**src/wrc_pkg.sv**
```systemverilog
`default_nettype none
package wrc_pkg;
  // register bus
  localparam int          DATA_W          = 8;
  localparam int          ADDR_W          = 3;
  localparam logic [2:0]  OFS_WDT_CTRL    = 3'h0;
  localparam logic [2:0]  OFS_RST_CAUSE   = 3'h1;
  localparam logic [2:0]  OFS_BO_LEVEL    = 3'h2;
  localparam logic [2:0]  OFS_BO_FILTER   = 3'h3;
  localparam logic [2:0]  OFS_CORE_STAT   = 3'h4;
  // field positions
  localparam int          WDT_KEY_MSB     = 7;
  localparam int          WDT_KEY_LSB     = 3;
  localparam int          WDT_SEL_MSB     = 2;
  localparam int          WDT_SEL_LSB     = 0;
  localparam int          RC_WDT_KEY_BIT  = 0;
  localparam int          RC_BO_KEY_BIT   = 1;
  localparam int          RC_BO_RST_BIT   = 2;
  localparam int          RC_FLAGS        = 3;
  localparam int          ST_TIMEOUT_BIT  = 0;
  localparam int          ST_PDOWN_BIT    = 1;
  // power-on values
  localparam logic [7:0]  WDT_CTRL_POR    = 8'h53;
  localparam logic [7:0]  BO_LEVEL_POR    = 8'h55;
  localparam logic [1:0]  BO_FILTER_POR   = 2'h1;
  localparam logic [2:0]  RST_CAUSE_POR   = 3'h0;
  // key codes
  localparam logic [4:0]  WDT_KEY_EN_A    = 5'h0A;
  localparam logic [4:0]  WDT_KEY_EN_B    = 5'h15;
  localparam logic [7:0]  BO_LEVEL_B      = 8'h33;
  localparam logic [7:0]  BO_LEVEL_C      = 8'h99;
  localparam logic [7:0]  BO_LEVEL_D      = 8'hAA;
  // brownout filter times, slow oscillator periods
  localparam logic [7:0]  BO_FILT_T0      = 8'h08;
  localparam logic [7:0]  BO_FILT_T1      = 8'h20;
  localparam logic [7:0]  BO_FILT_T2      = 8'h40;
  localparam logic [7:0]  BO_FILT_T3      = 8'h80;
  // watchdog counter
  localparam int          WDT_CNT_W       = 18;

  function automatic logic [WDT_CNT_W-1:0] wrc_wdt_terminal(input logic [2:0] sel);
    logic [WDT_CNT_W-1:0] t;
    t = 18'h3FFFF;
    case (sel)
      3'h0: t = 18'h000FF;
      3'h1: t = 18'h003FF;
      3'h2: t = 18'h00FFF;
      3'h3: t = 18'h03FFF;
      3'h4: t = 18'h07FFF;
      3'h5: t = 18'h0FFFF;
      3'h6: t = 18'h1FFFF;
      default: t = 18'h3FFFF;
    endcase
    return t;
  endfunction : wrc_wdt_terminal

  function automatic logic [7:0] wrc_bo_threshold(input logic [1:0] sel);
    logic [7:0] t;
    t = BO_FILT_T3;
    case (sel)
      2'h0: t = BO_FILT_T0;
      2'h1: t = BO_FILT_T1;
      2'h2: t = BO_FILT_T2;
      default: t = BO_FILT_T3;
    endcase
    return t;
  endfunction : wrc_bo_threshold

  function automatic logic wrc_level_legal(input logic [7:0] code);
    return (code == BO_LEVEL_POR) || (code == BO_LEVEL_B) ||
           (code == BO_LEVEL_C) || (code == BO_LEVEL_D);
  endfunction : wrc_level_legal
endpackage : wrc_pkg
`default_nettype wire

```
**src/wrc_watchdog_reset.sv**
```systemverilog
`timescale 1ns/1ns
`default_nettype none
module wrc_watchdog_reset
  import wrc_pkg::*;
#(
  parameter int KEY_FAULT_DELAY_TICKS = 16,
  parameter int DELAY_W               = 8
) (
  // clock and power-on reset
  input  wire logic              clk,
  input  wire logic              rst_b,
  // register port
  input  wire logic [ADDR_W-1:0] reg_addr,
  input  wire logic [DATA_W-1:0] reg_wdata,
  input  wire logic              reg_wr,
  input  wire logic              reg_rd,
  output logic      [DATA_W-1:0] reg_rdata,
  // core and supply
  input  wire logic              slow_internal_osc,
  input  wire logic              watchdog_clear_instr,
  input  wire logic              halt_instr,
  input  wire logic              low_power_mode,
  input  wire logic              supply_low,
  // reset outputs and status
  output logic                   device_reset_req,
  output logic                   pc_sp_clear,
  output logic                   port_preset,
  output logic                   timeout_status_flag,
  output logic                   powerdown_status_flag
);

  if (KEY_FAULT_DELAY_TICKS < 1 || KEY_FAULT_DELAY_TICKS > (2 ** DELAY_W)) begin : g_chk
    $error("KEY_FAULT_DELAY_TICKS does not fit DELAY_W");
  end

  localparam logic [DELAY_W-1:0] KEY_DLY_LAST = DELAY_W'(KEY_FAULT_DELAY_TICKS - 1);

  // registers
  logic [DATA_W-1:0]    watchdog_control_reg_q;
  logic [DATA_W-1:0]    watchdog_control_reg_d;
  logic [RC_FLAGS-1:0]  reset_cause_reg_q;
  logic [RC_FLAGS-1:0]  reset_cause_reg_d;
  logic [DATA_W-1:0]    brownout_level_reg_q;
  logic [DATA_W-1:0]    brownout_level_reg_d;
  logic [1:0]           brownout_filter_reg_q;
  logic [1:0]           brownout_filter_reg_d;
  logic                 timeout_q;
  logic                 timeout_d;
  logic                 pdown_q;
  logic                 pdown_d;
  logic [DATA_W-1:0]    rdata_q;
  logic [DATA_W-1:0]    rdata_d;
  // counters, oscillator edge flop and parked clear
  logic [WDT_CNT_W-1:0] wdt_cnt_q;
  logic [WDT_CNT_W-1:0] wdt_cnt_d;
  logic [DELAY_W-1:0]   key_dly_q;
  logic [DELAY_W-1:0]   key_dly_d;
  logic [DELAY_W-1:0]   lvl_dly_q;
  logic [DELAY_W-1:0]   lvl_dly_d;
  logic [7:0]           bo_cnt_q;
  logic [7:0]           bo_cnt_d;
  logic                 osc_q;
  logic                 clr_pend_q;
  logic                 clr_pend_d;
  // reset outputs
  logic                 reset_req_q;
  logic                 pc_sp_clear_q;
  logic                 port_preset_q;

  // decode
  logic [4:0]           watchdog_key_field;
  logic [2:0]           watchdog_period_select;
  logic [7:0]           brownout_level_code;
  logic [1:0]           brownout_filter_select;
  logic                 tick;
  logic                 key_ok;
  logic                 level_ok;
  logic                 wdt_ovf;
  logic                 wdt_full;
  logic                 wdt_sleep_ovf;
  logic                 key_fire;
  logic                 lvl_fire;
  logic                 bo_active;
  logic                 brownout_reset;
  logic                 full_reset;
  logic                 wr_ctrl;
  logic                 wr_cause;
  logic                 wr_level;
  logic                 wr_filter;
  logic [RC_FLAGS-1:0]  cause_set;
  logic [RC_FLAGS-1:0]  cause_clr;

  assign watchdog_key_field     = watchdog_control_reg_q[WDT_KEY_MSB:WDT_KEY_LSB];
  assign watchdog_period_select = watchdog_control_reg_q[WDT_SEL_MSB:WDT_SEL_LSB];
  assign brownout_level_code    = brownout_level_reg_q;
  assign brownout_filter_select = brownout_filter_reg_q;

  assign wr_ctrl   = reg_wr && (reg_addr == OFS_WDT_CTRL);
  assign wr_cause  = reg_wr && (reg_addr == OFS_RST_CAUSE);
  assign wr_level  = reg_wr && (reg_addr == OFS_BO_LEVEL);
  assign wr_filter = reg_wr && (reg_addr == OFS_BO_FILTER);

  // slow oscillator rising edge
  // input taken as synchronous, so a single flop suffices for the edge
  assign tick = slow_internal_osc && !osc_q;

  assign key_ok = (watchdog_key_field == WDT_KEY_EN_A) || (watchdog_key_field == WDT_KEY_EN_B);
  assign level_ok = wrc_level_legal(brownout_level_code);

  // overflow at selected terminal
  // compare with >= so a shorter period picked mid-count still overflows at once
  assign wdt_ovf = tick && key_ok && !clr_pend_q &&
                   (wdt_cnt_q >= wrc_wdt_terminal(watchdog_period_select));
  assign wdt_full      = wdt_ovf && !low_power_mode;
  assign wdt_sleep_ovf = wdt_ovf && low_power_mode;

  assign key_fire = !key_ok && tick && (key_dly_q == KEY_DLY_LAST);
  assign lvl_fire = !level_ok && tick && (lvl_dly_q == KEY_DLY_LAST);

  assign bo_active = supply_low && !low_power_mode;
  assign brownout_reset = bo_active && tick &&
                          (bo_cnt_q == wrc_bo_threshold(brownout_filter_select) - 8'h01);

  assign full_reset = wdt_full || key_fire || lvl_fire || brownout_reset;

  // clear requests held until tick
  // a request is parked so it cannot be lost between oscillator edges
  assign clr_pend_d = watchdog_clear_instr || halt_instr || (clr_pend_q && !tick);

  always_comb begin
    wdt_cnt_d = wdt_cnt_q;
    if (full_reset || !key_ok) begin
      wdt_cnt_d = '0;
    end else if (tick) begin
      if (clr_pend_q || wdt_ovf) begin
        wdt_cnt_d = '0;
      end else begin
        wdt_cnt_d = wdt_cnt_q + 18'h00001;
      end
    end
  end

  always_comb begin
    key_dly_d = key_dly_q;
    if (key_ok || full_reset) begin
      key_dly_d = '0;
    end else if (tick) begin
      key_dly_d = key_dly_q + DELAY_W'(1);
    end
  end

  always_comb begin
    lvl_dly_d = lvl_dly_q;
    if (level_ok || full_reset) begin
      lvl_dly_d = '0;
    end else if (tick) begin
      lvl_dly_d = lvl_dly_q + DELAY_W'(1);
    end
  end

  always_comb begin
    bo_cnt_d = bo_cnt_q;
    if (!bo_active || full_reset) begin
      bo_cnt_d = '0;
    end else if (tick) begin
      bo_cnt_d = bo_cnt_q + 8'h01;
    end
  end

  always_comb begin
    watchdog_control_reg_d = watchdog_control_reg_q;
    if (full_reset) begin
      watchdog_control_reg_d = WDT_CTRL_POR;
    end else if (wr_ctrl) begin
      watchdog_control_reg_d = reg_wdata;
    end
  end

  // bad code restores level
  // a genuine brownout reset leaves the level code as it is
  always_comb begin
    brownout_level_reg_d = brownout_level_reg_q;
    if (lvl_fire) begin
      brownout_level_reg_d = BO_LEVEL_POR;
    end else if (wr_level) begin
      brownout_level_reg_d = reg_wdata;
    end
  end

  assign brownout_filter_reg_d = wr_filter ? reg_wdata[1:0] : brownout_filter_reg_q;

  assign cause_set[RC_WDT_KEY_BIT] = key_fire;
  assign cause_set[RC_BO_KEY_BIT]  = lvl_fire;
  assign cause_set[RC_BO_RST_BIT]  = brownout_reset;

  for (genvar i = 0; i < RC_FLAGS; i++) begin : g_cause
    // set beats a clear landing in the same cycle
    assign cause_clr[i]         = wr_cause && !reg_wdata[i];
    assign reset_cause_reg_d[i] = cause_set[i] || (reset_cause_reg_q[i] && !cause_clr[i]);
  end

  assign timeout_d = wdt_ovf || (timeout_q && !watchdog_clear_instr && !halt_instr);
  assign pdown_d   = halt_instr || (pdown_q && !watchdog_clear_instr);

  always_comb begin
    rdata_d = '0;
    if (reg_addr == OFS_WDT_CTRL) begin
      rdata_d = watchdog_control_reg_q;
    end else if (reg_addr == OFS_RST_CAUSE) begin
      rdata_d = {5'h00, reset_cause_reg_q};
    end else if (reg_addr == OFS_BO_LEVEL) begin
      rdata_d = brownout_level_reg_q;
    end else if (reg_addr == OFS_BO_FILTER) begin
      rdata_d = {6'h00, brownout_filter_reg_q};
    end else if (reg_addr == OFS_CORE_STAT) begin
      rdata_d = {6'h00, pdown_q, timeout_q};
    end
  end

  always_ff @(posedge clk or negedge rst_b) begin
    if (!rst_b) begin
      watchdog_control_reg_q <= WDT_CTRL_POR;
      brownout_level_reg_q   <= BO_LEVEL_POR;
      brownout_filter_reg_q  <= BO_FILTER_POR;
      reset_cause_reg_q      <= RST_CAUSE_POR;
      timeout_q              <= 1'b0;
      pdown_q                <= 1'b0;
      rdata_q                <= '0;
    end else begin
      watchdog_control_reg_q <= watchdog_control_reg_d;
      brownout_level_reg_q   <= brownout_level_reg_d;
      brownout_filter_reg_q  <= brownout_filter_reg_d;
      reset_cause_reg_q      <= reset_cause_reg_d;
      timeout_q              <= timeout_d;
      pdown_q                <= pdown_d;
      rdata_q                <= reg_rd ? rdata_d : '0;
    end
  end

  always_ff @(posedge clk or negedge rst_b) begin
    if (!rst_b) begin
      wdt_cnt_q  <= '0;
      key_dly_q  <= '0;
      lvl_dly_q  <= '0;
      bo_cnt_q   <= '0;
      osc_q      <= 1'b0;
      clr_pend_q <= 1'b0;
    end else begin
      wdt_cnt_q  <= wdt_cnt_d;
      key_dly_q  <= key_dly_d;
      lvl_dly_q  <= lvl_dly_d;
      bo_cnt_q   <= bo_cnt_d;
      osc_q      <= slow_internal_osc;
      clr_pend_q <= clr_pend_d;
    end
  end

  always_ff @(posedge clk or negedge rst_b) begin
    if (!rst_b) begin
      reset_req_q   <= 1'b1;
      pc_sp_clear_q <= 1'b1;
      port_preset_q <= 1'b1;
    end else begin
      reset_req_q   <= full_reset;
      pc_sp_clear_q <= full_reset || wdt_sleep_ovf;
      port_preset_q <= full_reset;
    end
  end

  assign reg_rdata             = rdata_q;
  assign device_reset_req      = reset_req_q;
  assign pc_sp_clear           = pc_sp_clear_q;
  assign port_preset           = port_preset_q;
  assign timeout_status_flag   = timeout_q;
  assign powerdown_status_flag = pdown_q;
endmodule : wrc_watchdog_reset
`default_nettype wire

```
**config.mk**
```make
export PLATFORM = sky130hd
export DESIGN_NAME = wrc_watchdog_reset
export DESIGN_NICKNAME = d
export VERILOG_FILES = /design/src/wrc_pkg.sv /design/src/wrc_watchdog_reset.sv
export SDC_FILE = /design/constraint.sdc
export NUM_CORES = 1
export LEC_CHECK = 0
export ABC_AREA = 1
export BUFFER_PORTS_ARGS = -buffer_cell sky130_fd_sc_hd__buf_2
export CAP_MARGIN = 30
export CELL_PAD_IN_SITES_DETAIL_PLACEMENT = 2
export CELL_PAD_IN_SITES_GLOBAL_PLACEMENT = 2
export CORE_AREA = 2 2 140 87
export CTS_CLUSTER_SIZE = 28
export DETAILED_ROUTE_END_ITERATION = 12
export DIE_AREA = 0 0 142 89
export PLACE_DENSITY_LB_ADDON = 0.3
export SLEW_MARGIN = 20
export SYNTH_ARGS = -nofsm -noshare
export SYNTH_HDL_FRONTEND = slang
export SYNTH_SLANG_ARGS = --single-unit
```
**constraint.sdc**
```tcl
create_clock -name clk -period 5.87 [get_ports clk]
set_clock_uncertainty 0.1 [all_clocks]
set_input_delay 0.587 -clock clk [delete_from_list [all_inputs] [get_ports clk]]
set_output_delay 0.587 -clock clk [all_outputs]
set_load 0.1 [all_outputs]
```
==> impl_results.md <==
* Status: completed
* Die extent in x at roughly 140 um
* Worst reg2reg path depth at 12
* CTS tree: done
* Syn. warnings at 0
* Worst-path fanout max at 16
* Max-Cap Viols at 0
* Syn nets at about 580
* Initial core utilization at around two fifths
* Slew at the pin with the worst max-slew slack at approximately 0.63 ns
* Sequential Power Share at a little over two fifths
* Die area at ~0.013 mm^2
* Vias per cell at between 5 and 6
* Post-CTS Repair Setup Buffers at 0
* Rows at 30
* Crit path cell chain: o21ai_0 > ha_1 > nand2_1 > nor2_1 > and2_1 > nand2_1 > nand3_1 > nand2_2 > nand2_1 > nand2_2 > nand2_1 > nor2_1
* Sw Ratio at roughly 34%
* Routed WL at 13210 um
* Final setup violating endpoints at 0
* Worst path max stage delay at between 0.5 and 0.6 ns
* Total gr overflow at 0
* Mapped Cells at roughly 540
* Total track usage at 22.88%
* Clk slew on worst S/H paths at 0.06 ns
* Startpoint types: flop
* Net load switching power at between 0.5 and 0.6 mW
* Residual DRC count at 0
* Reg-to-Reg End: wdt_cnt_q[11]
* Via count at 3730
* Leak pwr at roughly 2.4 nW
* Sequential area share after synthesis at roughly 45%
* Critical path's top delay family: simple AND/OR/NAND/NOR gates
* Initial antenna violation count at 0
* Clock Latency Late Sink at approximately 0.34 ns
* HP Class: input pin to async pin
* Post-route ant nets at 0
* I/O pin cnt at 33
* VDD IR max at ~140 uV
* Power share of the combinational group at about a fifth
* Max-slew violations at 0
* Synth-to-Final Area Change at 14.52%
* Average size of a mapped cell at between 7 and 8 um^2
* Placeable Area at between 0.01 and 0.015 mm^2
* Final Core Density at around 44%
* Fin crit share at between 40% and 50%
* # hold bufs at CTS at 0
* Top cell type's share of synthesized area at between 30% and 40%
* Inserted Clock Buffers at 9
* Final Wtd Congestion at ~0.8
* Worst path arrival time at between 2 and 3 ns
* Cell-internal power at 1.127 mW
* Drt pass-1 iters at 4
* H-tree depth at 3
* Share of cells above drive strength 1 at between 10% and 20%
* Clock power frac at a little over a third
* Worst reg-to-reg setup slack at ~3.3 ns
* Largest net degree at the start of global routing at 47
* DIE HEIGHT at between 80 and 90 um
* Critical-path top delay cell: dfstp_2
* Synth top area cells: dfrtp_1, nand2_1, nor2_1
* First-pass GRT wire length at between 20000 and 25000 um
* RSZ-0062 raised after global routing: no
* Synthesized flop and latch total at 77
* Initial DRC count at 120
* P per Cell Area at 342.8 mW/mm^2
* Min Tclk post-route at about 2.5 ns
* Routed WL per cell at between 15 and 20 um
* Most common cell on crit path: nand2_1
* Largest area contributor in the synthesized netlist: dfrtp_1
* Synth unique cells at 42
* # diodes at 0
* CP endpoint kind: flop
* CTS Buffer Depth at 2
* Port buffer count at 32
* Crit path launch: watchdog_control_reg_q[1]
* CTS root buffer: clkbuf_16
* Fin nets at slightly above 600
* Critical Path RT at between 5 and 6 ns
* Worst path bufs/invs at 0
* Slew HR at between 50 and 60%
* Fin. Hold Viols at 0
* Post-CTS resize count at 0
* WS Path Type: flop to flop
* Detailed Place HPWL at 9842 um
* Fmax at roughly 400 MHz
* Vias in the first global route at 4090
* RR Startpoint: watchdog_control_reg_q[1]
* Synthesized area at 0.004335 mm^2
* Clock sinks at 77
* Aggregate negative setup slack at 0 ns
-- Yosys cell counts, drive strengths merged --
library cell,count
nand4,5
inv,70
o21ai,19
or3,1
buf,8
nand3,37
o2111ai,1
clkbuf,3
o21a,1
a221oi,1
and2,1
nand3b,3
a31o,1
dfrtp,66
xnor2,9
o311ai,2
nand2,132
a21oi,18
dfstp,11
o21bai,2
nor3,10
o221ai,2
a211oi,1
nor2,88
a21o,1
xor2,24
mux2i,3
nor4,5
o211ai,1
mux2,3
ha,14
-- placed cells by master (no fill, tap or decap), drive strengths merged, types with 2 or more instances in the layout --
cell,n
nand2,132
nor2,88
inv,70
dfrtp,66
nand3,37
buf,34
xor2,24
o21ai,19
a21oi,18
ha,14
dfstp,11
clkbuf,10
nor3,10
xnor2,9
nand4,5
nor4,5
mux2,3
mux2i,3
nand3b,3
clkinv,3
o221ai,2
o311ai,2
o21bai,2
bufinv,2
-- sequential cells by signal, indices dropped and copies added (netlist names), 2 cells and up --
signal and flops:
brownout_level_code 8, watchdog_control_reg_q 8, bo_cnt_q 8, wdt_cnt_q 18
brownout_filter_reg_q 2, lvl_dly_q 8, key_dly_q 8, reset_cause_reg_q 3
reg_rdata 8
-- layout make-up --
cell class                      instances  area [um^2]
Clock buffer                           10        239.0
Clock inverter                          6        86.33
Fill cell                            1315         6259
Inverter                               70        265.3
Multi-Input combinational cell        385         2063
Sequential cell                        77         1941
Tap cell                              144        180.2
Timing Repair Buffer                   34        190.2
-- logic make-up (layout without fill, tap and decap cells) --
logic type | Yosys count | after routing | synth area share (%)
flip-flops | 77 | 77 | 44.76
AO/OA/AOI/OAI | 50 | 50 | 6.725
XOR/XNOR | 33 | 33 | 6.667
adder cells (fa/ha/maj) | 14 | 14 | 4.040
buffers and inverters | 81 | 120 | 7.648
AND/OR/NAND/NOR | 282 | 282 | 28.69
multiplexers | 6 | 6 | 1.472
-- power by group through the flow --
stage                     clock network (mW)  registers [mW]  logic (mW)
after CTS                              0.629           0.719       0.370
after global routing                   0.649           0.733       0.413
after global placement                     0           0.718       0.338
after floorplan                            0           0.725       0.236
after detailed placement                   0           0.725       0.362
final                                  0.619           0.719       0.363
-- worst register-to-register path, delay by kind of cell (launching register included) --
family	cells	cell delay, ns
AOI/OAI and AO/OA	1	0.11
and+or+nand+nor	10	1.29
adders and majority gates	1	0.32
DFF	1	0.59
-- how the worst max path moves through the flow --
stage,to,slack (ns),cells after the start
global placement,wdt_cnt_q[1],3.43,10
floorplan,wdt_cnt_q[11],3.75,13
finish,wdt_cnt_q[11],3.34,12
detailed placement,wdt_cnt_q[6],3.35,13
global route,wdt_cnt_q[14],3.05,13
CTS,wdt_cnt_q[11],3.30,13
-- per-layer routing --
metal / up-vias / share of wire (%) / global-route usage, %
li1: 1796 / - / -
met1: 1872 / 50 / 31.95
met2: 49 / 46 / 37.64
met3: 13 / 3.1 / 3.749
met4: 0 / 1.2 / 5.727
met5: - / 0 / 0
-- per-stage QoR --
stage	setup slack, ns	area (um^2)	instances	total power, mW	hold WS (ns)
finish	3.339	4965	726	1.702	0.1605
global placement	3.432	4619	709	1.056	0.3947
global route	3.052	4965	726	1.796	0.2048
CTS	3.302	4965	726	1.719	0.1792
detailed placement	3.351	4639	710	1.087	0.4019
floorplan	3.754	4335	543	0.9608	0.1914
Power figures use the tool's default switching activity.
